**config.mk**
```make
export PLATFORM = sky130hd
export DESIGN_NAME = hrs_hub_reset_sequencer
export DESIGN_NICKNAME = d
export VERILOG_FILES = /design/src/core/hrs_pkg.sv /design/src/core/hrs_hub_reset_sequencer.sv
export SDC_FILE = /design/constraint.sdc
export NUM_CORES = 1
export LEC_CHECK = 0
export BUFFER_PORTS_ARGS = -buffer_cell sky130_fd_sc_hd__clkbuf_2
export CORE_MARGIN = 2
export CORE_UTILIZATION = 45
export CTS_BUF_LIST = sky130_fd_sc_hd__clkbuf_8 sky130_fd_sc_hd__clkbuf_16
export DETAILED_ROUTE_END_ITERATION = 16
export PLACE_DENSITY = 0.67
export SLEW_MARGIN = 5
export SYNTH_ARGS = -nofsm -noshare
export SYNTH_HDL_FRONTEND = slang
export SYNTH_SLANG_ARGS = --single-unit
```
**constraint.sdc**
```tcl
create_clock -name clk -period 10.1 [get_ports clk]
set_clock_uncertainty 0.2 [all_clocks]
set_input_delay 0 -clock clk [delete_from_list [all_inputs] [get_ports clk]]
set_output_delay 0 -clock clk [all_outputs]
set_load 0.01 [all_outputs]
```
**src/core/hrs_pkg.sv**
```systemverilog
// Package for the hub reset sequencer: timing figures, cycle counts, modes.
// Assumes a single 100 MHz clock; every cycle count but PIN_SYNC_CYC is derived here from a time.
`default_nettype none
package hrs_pkg;
   localparam int CLK_MHZ = 100;
   // Times in their own units, as printed
   localparam int RECOVER_US = 500;
   localparam int STRAP_HOLD_MIN_NS_X10 = 167;
   localparam int STRAP_HOLD_MAX_NS = 1400;
   localparam int STRAP_DRIVE_MAX_US = 2;
   localparam int CFG_EEPROM_MAX_US = 99500;
   localparam int ATTACH_MAX_MS = 100;
   localparam int REQ_MAX_MS = 5;
   // Cycle counts: least times round up, longest times round down
   localparam int RECOVER_CYC = RECOVER_US * CLK_MHZ;
   localparam int STRAP_SAMPLE_CYC = (STRAP_HOLD_MIN_NS_X10 * CLK_MHZ + 9999) / 10000;
   localparam int STRAP_LAST_CYC = STRAP_HOLD_MAX_NS * CLK_MHZ / 1000;
   localparam int STRAP_DRIVE_CYC = STRAP_DRIVE_MAX_US * CLK_MHZ;
   localparam int CFG_EEPROM_CYC = CFG_EEPROM_MAX_US * CLK_MHZ;
   localparam int ATTACH_CYC = ATTACH_MAX_MS * 1000 * CLK_MHZ;
   localparam int REQ_CYC = REQ_MAX_MS * 1000 * CLK_MHZ;
   localparam int NUM_PORTS = 7;
   // Edges from a pin change to the third synchroniser stage holding it
   localparam int PIN_SYNC_CYC = 3;
   localparam int CNT_W = 32;
   // Configuration source, from the two select straps
   typedef enum logic [1:0] {
      HRS_CFG_STRAP = 2'h0,
      HRS_CFG_EEPROM = 2'h1,
      HRS_CFG_SMBUS = 2'h2,
      HRS_CFG_RSVD = 2'h3
   } hrs_cfg_t;
   typedef enum logic [3:0] {
      HRS_RECOVER,
      HRS_STRAP_WAIT,
      HRS_CFG_LOAD,
      HRS_SMB_WAIT,
      HRS_ATTACH_WAIT,
      HRS_RUN
   } hrs_state_t;
endpackage : hrs_pkg
`default_nettype wire

```
**src/core/hrs_hub_reset_sequencer.sv**
```systemverilog
// Hub reset and start-up sequencer: recovery, configuration, attach, bus reset.
// Assumes clk runs only once the oscillator and PLL are alive; reset pin is raw.
//
// What this block does
// - During reset all downstream ports disabled and port power removed.
// - During reset transceivers off, differential pairs high impedance.
// - Reset aborts all transactions at once; no state survives.
// - Reset returns every register to its default, mostly zero.
// - During reset oscillator and PLL stopped, LED outputs disabled.
// - Device becomes operational 500 us after reset release.
// - Once operational, read EEPROM configuration only when EEPROM mode chosen.
// - Straps sampled between 16.7 ns and 1400 ns after release.
// - Strap mode drives outputs inactive within 2 us of release.
// - Strap and EEPROM modes attach within 100 ms of configuration.
// - EEPROM read and configuration finish within 99.5 ms.
// - After SMBus code load, configure and attach within 100 ms.
// - Each standard request completes within 5 ms.
// - Upstream bus reset is never forwarded downstream.
// - Bus reset sets address zero and returns to unconfigured.
// - Bus reset removes power from downstream ports seven to one.
// - Bus reset clears every transaction translator buffer; tt_clear pulses only while usb_attach is set.
// - Bus reset takes a suspended device back to active.
// - SMBus mode waits forever for code load before appearing on USB.
// - Strap mode samples LED pins after release as configuration straps.
`default_nettype none
module hrs_hub_reset_sequencer import hrs_pkg::*; #(
   parameter int RECOVER_CYCLES = hrs_pkg::RECOVER_CYC,
   parameter int CFG_TIMEOUT_CYCLES = hrs_pkg::CFG_EEPROM_CYC,
   parameter int ATTACH_CYCLES = hrs_pkg::ATTACH_CYC,
   parameter int REQ_CYCLES = hrs_pkg::REQ_CYC,
   parameter int LED_W = 2 * hrs_pkg::NUM_PORTS
) (
   // Clock and raw reset pin
   input wire logic clk,
   input wire logic rst_n,
   // Configuration select straps and LED strap pins (asynchronous pins)
   input wire logic [1:0] cfg_sel,
   input wire logic [LED_W-1:0] led_strap_in,
   // Configuration loader handshake
   input wire logic cfg_load_done,
   input wire logic smb_load_done,
   output logic eeprom_read_start,
   output logic cfg_busy,
   // Upstream USB events
   input wire logic usb_bus_reset,
   input wire logic req_start,
   input wire logic req_done,
   input wire logic suspend_req,
   // Hub state outputs
   output logic operational,
   output logic [LED_W-1:0] strap_value,
   output logic strap_valid,
   output logic outputs_drive_en,
   output logic usb_attach,
   output logic [6:0] usb_address,
   output logic configured,
   output logic suspended,
   output logic tt_clear,
   output logic [hrs_pkg::NUM_PORTS:1] port_power_enable,
   output logic [hrs_pkg::NUM_PORTS:1] port_enable,
   output logic phy_enable,
   output logic led_enable,
   output logic osc_pll_run,
   output logic req_timeout,
   output logic downstream_reset
);
   import hrs_pkg::*;

   // Elaboration checks: every timed stage needs at least one cycle
   if (RECOVER_CYCLES < 1 || CFG_TIMEOUT_CYCLES < 1 || ATTACH_CYCLES < 1 || REQ_CYCLES < 1) begin : g_bad_counts
      $error("hrs: cycle counts must be at least one");
   end
   // The strap window must leave room for the pin synchroniser
   if (STRAP_SAMPLE_CYC + PIN_SYNC_CYC > STRAP_LAST_CYC) begin : g_bad_window
      $error("hrs: strap sample window empty");
   end
   // Strap pins come in pairs, one amber and one green per port
   if (LED_W < 2 || LED_W % 2 != 0) begin : g_bad_led
      $error("hrs: strap width must be a positive even number");
   end

   // Count test used by every timed stage
   function automatic logic cnt_hit(input logic [CNT_W-1:0] c, input int lim);
      return c >= CNT_W'(lim - 1);
   endfunction

   // Strap mode test; the reserved select code behaves as strap mode
   function automatic logic is_strap_mode(input logic [1:0] s);
      return s == HRS_CFG_STRAP || s == HRS_CFG_RSVD;
   endfunction

   // Release synchroniser: assert async, release after two clean edges
   logic rst_meta_ff;
   logic rst_sync_ff;
   always_ff @(posedge clk or negedge rst_n) begin
      if (!rst_n) begin
         rst_meta_ff <= 1'b0;
         rst_sync_ff <= 1'b0;
      end else begin
         rst_meta_ff <= 1'b1;
         rst_sync_ff <= rst_meta_ff;
      end
   end
   wire logic srst_n = rst_sync_ff;

   // Pin inputs: three stages, a change counts when stages two and three agree
   logic [1:0] sel_s1_ff, sel_s2_ff, sel_s3_ff, sel_ff;
   logic [LED_W-1:0] led_s1_ff, led_s2_ff, led_s3_ff;
   logic [2:0] bre_s1_ff, bre_s2_ff, bre_s3_ff, ev_ff;

   // Select straps; the filtered copy only moves on two agreeing samples
   always_ff @(posedge clk or negedge srst_n) begin
      if (!srst_n) begin
         sel_s1_ff <= '0;
         sel_s2_ff <= '0;
         sel_s3_ff <= '0;
         sel_ff <= '0;
      end else begin
         sel_s1_ff <= cfg_sel;
         sel_s2_ff <= sel_s1_ff;
         sel_s3_ff <= sel_s2_ff;
         if (sel_s2_ff == sel_s3_ff) begin
            sel_ff <= sel_s3_ff;
         end
      end
   end

   // LED strap pins; the capture below does its own agreement test
   always_ff @(posedge clk or negedge srst_n) begin
      if (!srst_n) begin
         led_s1_ff <= '0;
         led_s2_ff <= '0;
         led_s3_ff <= '0;
      end else begin
         led_s1_ff <= led_strap_in;
         led_s2_ff <= led_s1_ff;
         led_s3_ff <= led_s2_ff;
      end
   end

   // Bus reset, code-load done and suspend; each bit filtered on its own
   always_ff @(posedge clk or negedge srst_n) begin
      if (!srst_n) begin
         bre_s1_ff <= '0;
         bre_s2_ff <= '0;
         bre_s3_ff <= '0;
         ev_ff <= '0;
      end else begin
         bre_s1_ff <= {usb_bus_reset, smb_load_done, suspend_req};
         bre_s2_ff <= bre_s1_ff;
         bre_s3_ff <= bre_s2_ff;
         for (int i = 0; i < 3; i++) begin
            if (bre_s2_ff[i] == bre_s3_ff[i]) begin
               ev_ff[i] <= bre_s3_ff[i];
            end
         end
      end
   end
   wire logic bus_rst_lvl = ev_ff[2];
   wire logic smb_done_lvl = ev_ff[1];
   wire logic susp_lvl = ev_ff[0];
   logic bus_rst_d_ff;
   wire logic bus_rst_rise = bus_rst_lvl && !bus_rst_d_ff;
   logic susp_d_ff;
   wire logic susp_rise = susp_lvl && !susp_d_ff;

   // Start-up sequence state and its counter
   hrs_state_t state_ff, nxt_state;
   logic [CNT_W-1:0] cnt_ff;
   logic [CNT_W-1:0] rel_cnt_ff;
   hrs_cfg_t mode;
   assign mode = hrs_cfg_t'(sel_ff);

   always_comb begin
      nxt_state = state_ff;
      unique case (state_ff)
         HRS_RECOVER: begin
            if (cnt_hit(cnt_ff, RECOVER_CYCLES)) begin
               if (mode == HRS_CFG_SMBUS) begin
                  nxt_state = HRS_SMB_WAIT;
               end else if (mode == HRS_CFG_EEPROM) begin
                  nxt_state = HRS_CFG_LOAD;
               end else begin
                  nxt_state = HRS_STRAP_WAIT;
               end
            end
         end
         HRS_STRAP_WAIT: nxt_state = HRS_ATTACH_WAIT;
         HRS_CFG_LOAD: begin
            // Timeout stands in for a missing EEPROM so attach is still met
            if (cfg_load_done || cnt_hit(cnt_ff, CFG_TIMEOUT_CYCLES)) begin
               nxt_state = HRS_ATTACH_WAIT;
            end
         end
         HRS_SMB_WAIT: begin
            if (smb_done_lvl) begin
               nxt_state = HRS_ATTACH_WAIT;
            end
         end
         HRS_ATTACH_WAIT: begin
            // Attach once configuration settles; bounded at the 100 ms limit itself
            if (!cfg_busy || cnt_hit(cnt_ff, ATTACH_CYCLES)) begin
               nxt_state = HRS_RUN;
            end
         end
         HRS_RUN: nxt_state = HRS_RUN;
         default: nxt_state = HRS_RECOVER;
      endcase
   end

   // Sequence registers; synchronous release restarts everything from zero
   always_ff @(posedge clk or negedge srst_n) begin
      if (!srst_n) begin
         state_ff <= HRS_RECOVER;
         cnt_ff <= '0;
      end else begin
         state_ff <= nxt_state;
         cnt_ff <= (nxt_state != state_ff) ? '0 : cnt_ff + 1'b1;
      end
   end

   // Time since release, saturating, for strap window and output drive
   always_ff @(posedge clk or negedge srst_n) begin
      if (!srst_n) begin
         rel_cnt_ff <= '0;
      end else if (rel_cnt_ff < CNT_W'(STRAP_DRIVE_CYC)) begin
         rel_cnt_ff <= rel_cnt_ff + 1'b1;
      end
   end

   // Strap capture inside the hold window after release. Pins are taken only
   // once the synchroniser holds them and two stages agree, so the reset
   // value of the stages is never mistaken for a strap level
   always_ff @(posedge clk or negedge srst_n) begin
      if (!srst_n) begin
         strap_value <= '0;
         strap_valid <= 1'b0;
      end else if (!strap_valid && rel_cnt_ff >= CNT_W'(STRAP_SAMPLE_CYC + PIN_SYNC_CYC)
                   && rel_cnt_ff <= CNT_W'(STRAP_LAST_CYC)
                   && led_s2_ff == led_s3_ff && sel_s2_ff == sel_s3_ff) begin
         strap_value <= led_s3_ff;
         strap_valid <= is_strap_mode(sel_s3_ff);
      end
   end

   // Outputs driven inactive well before the 2 us bound
   always_ff @(posedge clk or negedge srst_n) begin
      if (!srst_n) begin
         outputs_drive_en <= 1'b0;
         osc_pll_run <= 1'b0;
      end else begin
         osc_pll_run <= 1'b1;
         if (rel_cnt_ff >= CNT_W'(STRAP_LAST_CYC)) begin
            outputs_drive_en <= 1'b1;
         end
      end
   end

   // Loader handshake, attach and operational flags
   always_ff @(posedge clk or negedge srst_n) begin
      if (!srst_n) begin
         operational <= 1'b0;
         eeprom_read_start <= 1'b0;
         cfg_busy <= 1'b0;
         usb_attach <= 1'b0;
         phy_enable <= 1'b0;
         led_enable <= 1'b0;
      end else begin
         // Operational rises with the loader start, never after it
         operational <= nxt_state != HRS_RECOVER;
         eeprom_read_start <= state_ff == HRS_RECOVER && nxt_state == HRS_CFG_LOAD;
         cfg_busy <= nxt_state == HRS_CFG_LOAD || nxt_state == HRS_SMB_WAIT;
         usb_attach <= nxt_state == HRS_RUN;
         phy_enable <= nxt_state == HRS_RUN;
         led_enable <= state_ff != HRS_RECOVER;
      end
   end

   // USB device state: bus reset clears address, configuration and suspend
   always_ff @(posedge clk or negedge srst_n) begin
      if (!srst_n) begin
         bus_rst_d_ff <= 1'b0;
         susp_d_ff <= 1'b0;
         usb_address <= '0;
         configured <= 1'b0;
         suspended <= 1'b0;
         tt_clear <= 1'b0;
      end else begin
         bus_rst_d_ff <= bus_rst_lvl;
         susp_d_ff <= susp_lvl;
         tt_clear <= bus_rst_rise && usb_attach;
         if (bus_rst_rise) begin
            usb_address <= '0;
            configured <= 1'b0;
            suspended <= 1'b0;
         end else if (susp_rise && usb_attach) begin
            suspended <= 1'b1; // Only a fresh request suspends again
         end else if (!susp_lvl) begin
            suspended <= 1'b0;
         end
      end
   end

   // Port power and enables are only ever cleared here; bus reset and detach drop them
   always_ff @(posedge clk or negedge srst_n) begin
      if (!srst_n) begin
         port_power_enable <= '0;
         port_enable <= '0;
      end else if (bus_rst_rise || !usb_attach) begin
         port_power_enable <= '0;
         port_enable <= '0;
      end
   end
   // Upstream reset never reaches the downstream ports
   assign downstream_reset = 1'b0;

   // Standard request watchdog; flags a request running past its bound
   logic [CNT_W-1:0] req_cnt_ff;
   logic req_busy_ff;
   always_ff @(posedge clk or negedge srst_n) begin
      if (!srst_n) begin
         req_busy_ff <= 1'b0;
         req_cnt_ff <= '0;
         req_timeout <= 1'b0;
      end else begin
         req_timeout <= 1'b0;
         if (bus_rst_rise || req_done) begin
            req_busy_ff <= 1'b0;
         end else if (req_start && usb_attach) begin
            req_busy_ff <= 1'b1;
            req_cnt_ff <= '0;
         end else if (req_busy_ff) begin
            req_cnt_ff <= req_cnt_ff + 1'b1;
            if (cnt_hit(req_cnt_ff, REQ_CYCLES)) begin
               req_timeout <= 1'b1;
               req_busy_ff <= 1'b0;
            end
         end
      end
   end
endmodule : hrs_hub_reset_sequencer
`default_nettype wire

```
==> out/results.txt <==
FMAX = 0.338 GHz
RePlAce Congestion = 0.880
CTS root buffer = clkbuf_16
die height = 141 microns
Power Internal = 1.19 mW
Die X-Extent = 141 microns
CP Max Fanout = 16
wire per inst = 15.6 microns
Inserted Clock Buffers = 17
Sw Share = 22.3%
antenna-violating nets left = 0
endpoints failing setup = 0
max_cap viols = 0
CP peak stage delay = 0.71 ns
layout net count = 802
sequential share of the synthesized area = 56.9%
first-pass GRT wire length = 27400 microns
status = finished, final reports clean
layout cells sized above 1 = 17.5%
max-slew violations = 0
sequential share of power = 52.0%
placed cells = 951
Clock Power Share = 44.2%
Post-synth EDFFs = 0
Post-synth ARST share = 100%
grt peak-use layer = met2
Worst path slowest cell = nor4_4
fill count = 1608
setup TNS = 0 ns
met3 usage = 4.04%
floorplan core area = 18600 sq um
Crit Path Class = flip-flop to flip-flop
Least-Margin Pin Slew = 1.06 ns
fin cells = 1019
PwrDens = 159 nW/um^2
Starting Density = 45.5%
Seq cells post-synth = 192
pin count of the biggest net entering global routing = 89
number of DRC markers in iteration 0 = 359
fin crit period = 2.96 ns
number of I/O port buffers = 49
Post-CTS Resized = 0
VDD IR-drop max = 140 uV
CTS sink cnt = 192
initial antenna violation count = 0
CTS tree = yes
P&R area growth vs syn = 14.1%
num rows = 50
DRC violations left = 0
Worst-path clk slew = 0.07 ns
postcts setup bufs = 0
Most used DFF post-synth = dfrtp_1
GR Util All Layers = 17.1%
Mapped Cells = 718
synthesized area = 8450 sq um
syn_area_per_cell = 11.8 sq um
DP HPWL = 10600 microns
Max Root-Sink Buffers = 2
crit-path cells = a21oi_1 > nor4_4 > nand3_1 > or4_1 > a21oi_1
grt total ovfl = 0
post-route clock period utilization = 29.3%
met1 Use GR = 23.1%
delay-heaviest family, CP = simple AND/OR/NAND/NOR gates
DR vias = 5491
vias per cell = 5.39
crit path capture type = flip-flop
Most common cell on crit path = a21oi_1
Final Hold Viols = 0
Ports = 73
final WL = 15900 microns
H-tree Lvls = 4
Antenna diodes = 0
Critical Path AT = 3.11 ns
crit start category = flip-flop
Slew HR = 29.3%
Net Sw Power = 0.343 mW
Crit path required time = 10.26 ns
clk_lat worst skew = 0.43 ns
leak pwr = 4.23 nW
part of the power in combinational logic = 3.8%
Synthesis Warnings = 0
unrepaired setup endpoints after global routing = no
vias in the first global route = 5653
met2 usage = 27.1%
first drt pass iteration count = 4
Hold Crit Class = input pin to flip-flop
Die Footprint = 19900 sq um
Critical path buffers and inverters = 0
distinct cell type count after synthesis = 63
==> what timing repair did <==
action,CTS,global route
endpoints found under the setup margin,0,0
hold buffers,36,0
endpoints found under the hold margin,46,0
==> metrics by stage <==
stage	area (sq um)	setup WS (ns)	util, %	hold WS (ns)	power, mW
finish	9640	7.14	51.9	0.0179	1.54
CTS	9640	7.15	51.9	0.00237	1.56
detailed placement	8670	7.15	46.7	-0.410	0.863
global placement	8670	7.20	46.7	-0.412	0.859
global route	9640	6.83	51.9	0.0167	1.60
floorplan	8540	4.15	-	-0.496	0.852
==> layout make-up <==
class                   instances  area, sq um  share of cell area, %
well taps                     234          293                   3.04
clock inverters                13          153                   1.58
multi-input cells             457         3240                   33.6
repair buffers                 89          636                   6.60
clock buffers                  19          453                   4.70
inverters                      15         56.3                  0.584
flip-flops and latches        192         4810                   49.9
==> metal layers <==
layer | part of all wire (%) | up-vias
li1 | - | 2601
met4 | 1.7 | 0
met3 | 3.7 | 22
met5 | 0 | -
met1 | 46 | 2751
met2 | 49 | 117
==> worst paths after layout <==
check / depth (start not counted) / from / slack [ns] / end
worst max-delay path: 5 / phy_enable$_DFF_PN0_ / 7.14 / req_cnt_ff[25]$_DFFE_PN0P_
worst min-delay path: 2 / suspend_req / 0.02 / bre_s1_ff[0]$_DFF_PN0_
worst max register to register: 5 / phy_enable$_DFF_PN0_ / 7.14 / req_cnt_ff[25]$_DFFE_PN0P_
worst min register to register: 0 / rst_sync_ff$_DFF_PN0_ / 0.12 / osc_pll_run$_DFF_PN0_
max in group asynchronous: 2 / rst_sync_ff$_DFF_PN0_ / 7.38 / led_s3_ff[9]$_DFF_PN0_
min in group asynchronous: 0 / rst_sync_ff$_DFF_PN0_ / 0.12 / osc_pll_run$_DFF_PN0_
==> placed cells by master (no fill, tap or decap), types with 13 or more instances in the layout <==
| cell | count |
|---|---|
| clkbuf_16 | 17 |
| nand2_1 | 38 |
| clkbuf_2 | 49 |
| nor3_1 | 20 |
| conb_1 | 26 |
| xnor2_1 | 38 |
| and3_1 | 13 |
| nand3_1 | 24 |
| o21ai_0 | 19 |
| a21oi_1 | 21 |
| nand4_1 | 35 |
| nor4_2 | 32 |
| nor4_1 | 15 |
| dfrtp_1 | 191 |
| inv_1 | 16 |
| dlygate4sd3_1 | 36 |
| xor2_1 | 32 |
| nor2_1 | 36 |
==> flip-flops by register name (all words and copies together) (netlist names), 2 cells and up <==
name / count
sel_s3_ff: 2
led_s2_ff: 14
led_s1_ff: 14
bre_s2_ff: 3
cnt_ff: 32
sel_s1_ff: 2
state_ff: 4
bre_s3_ff: 3
bre_s1_ff: 3
req_cnt_ff: 32
strap_value: 14
rel_cnt_ff: 32
sel_s2_ff: 2
ev_ff: 3
led_s3_ff: 14
mode: 2
==> synth_stat cells (all sizes together), types with 6 or more instances <==
master	number	area [sq um]
nand2	39	149
clkbuf	31	118
dfrtp	192	4800
nand4	37	253
or4	7	52.6
and3	13	81.3
mux2	14	158
o31ai	8	73.8
xnor2	38	333
nor3	21	110
nor4	50	558
ha	6	75.1
nor2	37	139
inv	15	56.3
and2	6	37.5
a21oi	21	105
o21ai	21	105
xor2	32	280
buf	47	330
nand3	26	140
==> power by group through the flow <==
| stage | logic, mW | registers [mW] | clock network [mW] |
|---|---|---|---|
| finish | 0.0578 | 0.800 | 0.679 |
| global route | 0.0653 | 0.802 | 0.734 |
| CTS | 0.0586 | 0.800 | 0.697 |
| detailed placement | 0.0480 | 0.815 | 0 |
| global placement | 0.0459 | 0.813 | 0 |
| floorplan | 0.0322 | 0.819 | 0 |
==> cells by family (layout without fill, tap and decap cells) <==
kind of cell	count (synthesis)	count (layout)	share of synthesized area [%]
compound gates	78	78	6.53
xor+xnor	70	70	7.26
fa+ha+maj	9	9	1.24
buf+inv	93	136	5.97
flops	192	192	56.9
mux	14	14	1.87
other cells	2	26	0.0889
simple gates	260	260	20.1
Power figures use the tool's default switching activity.
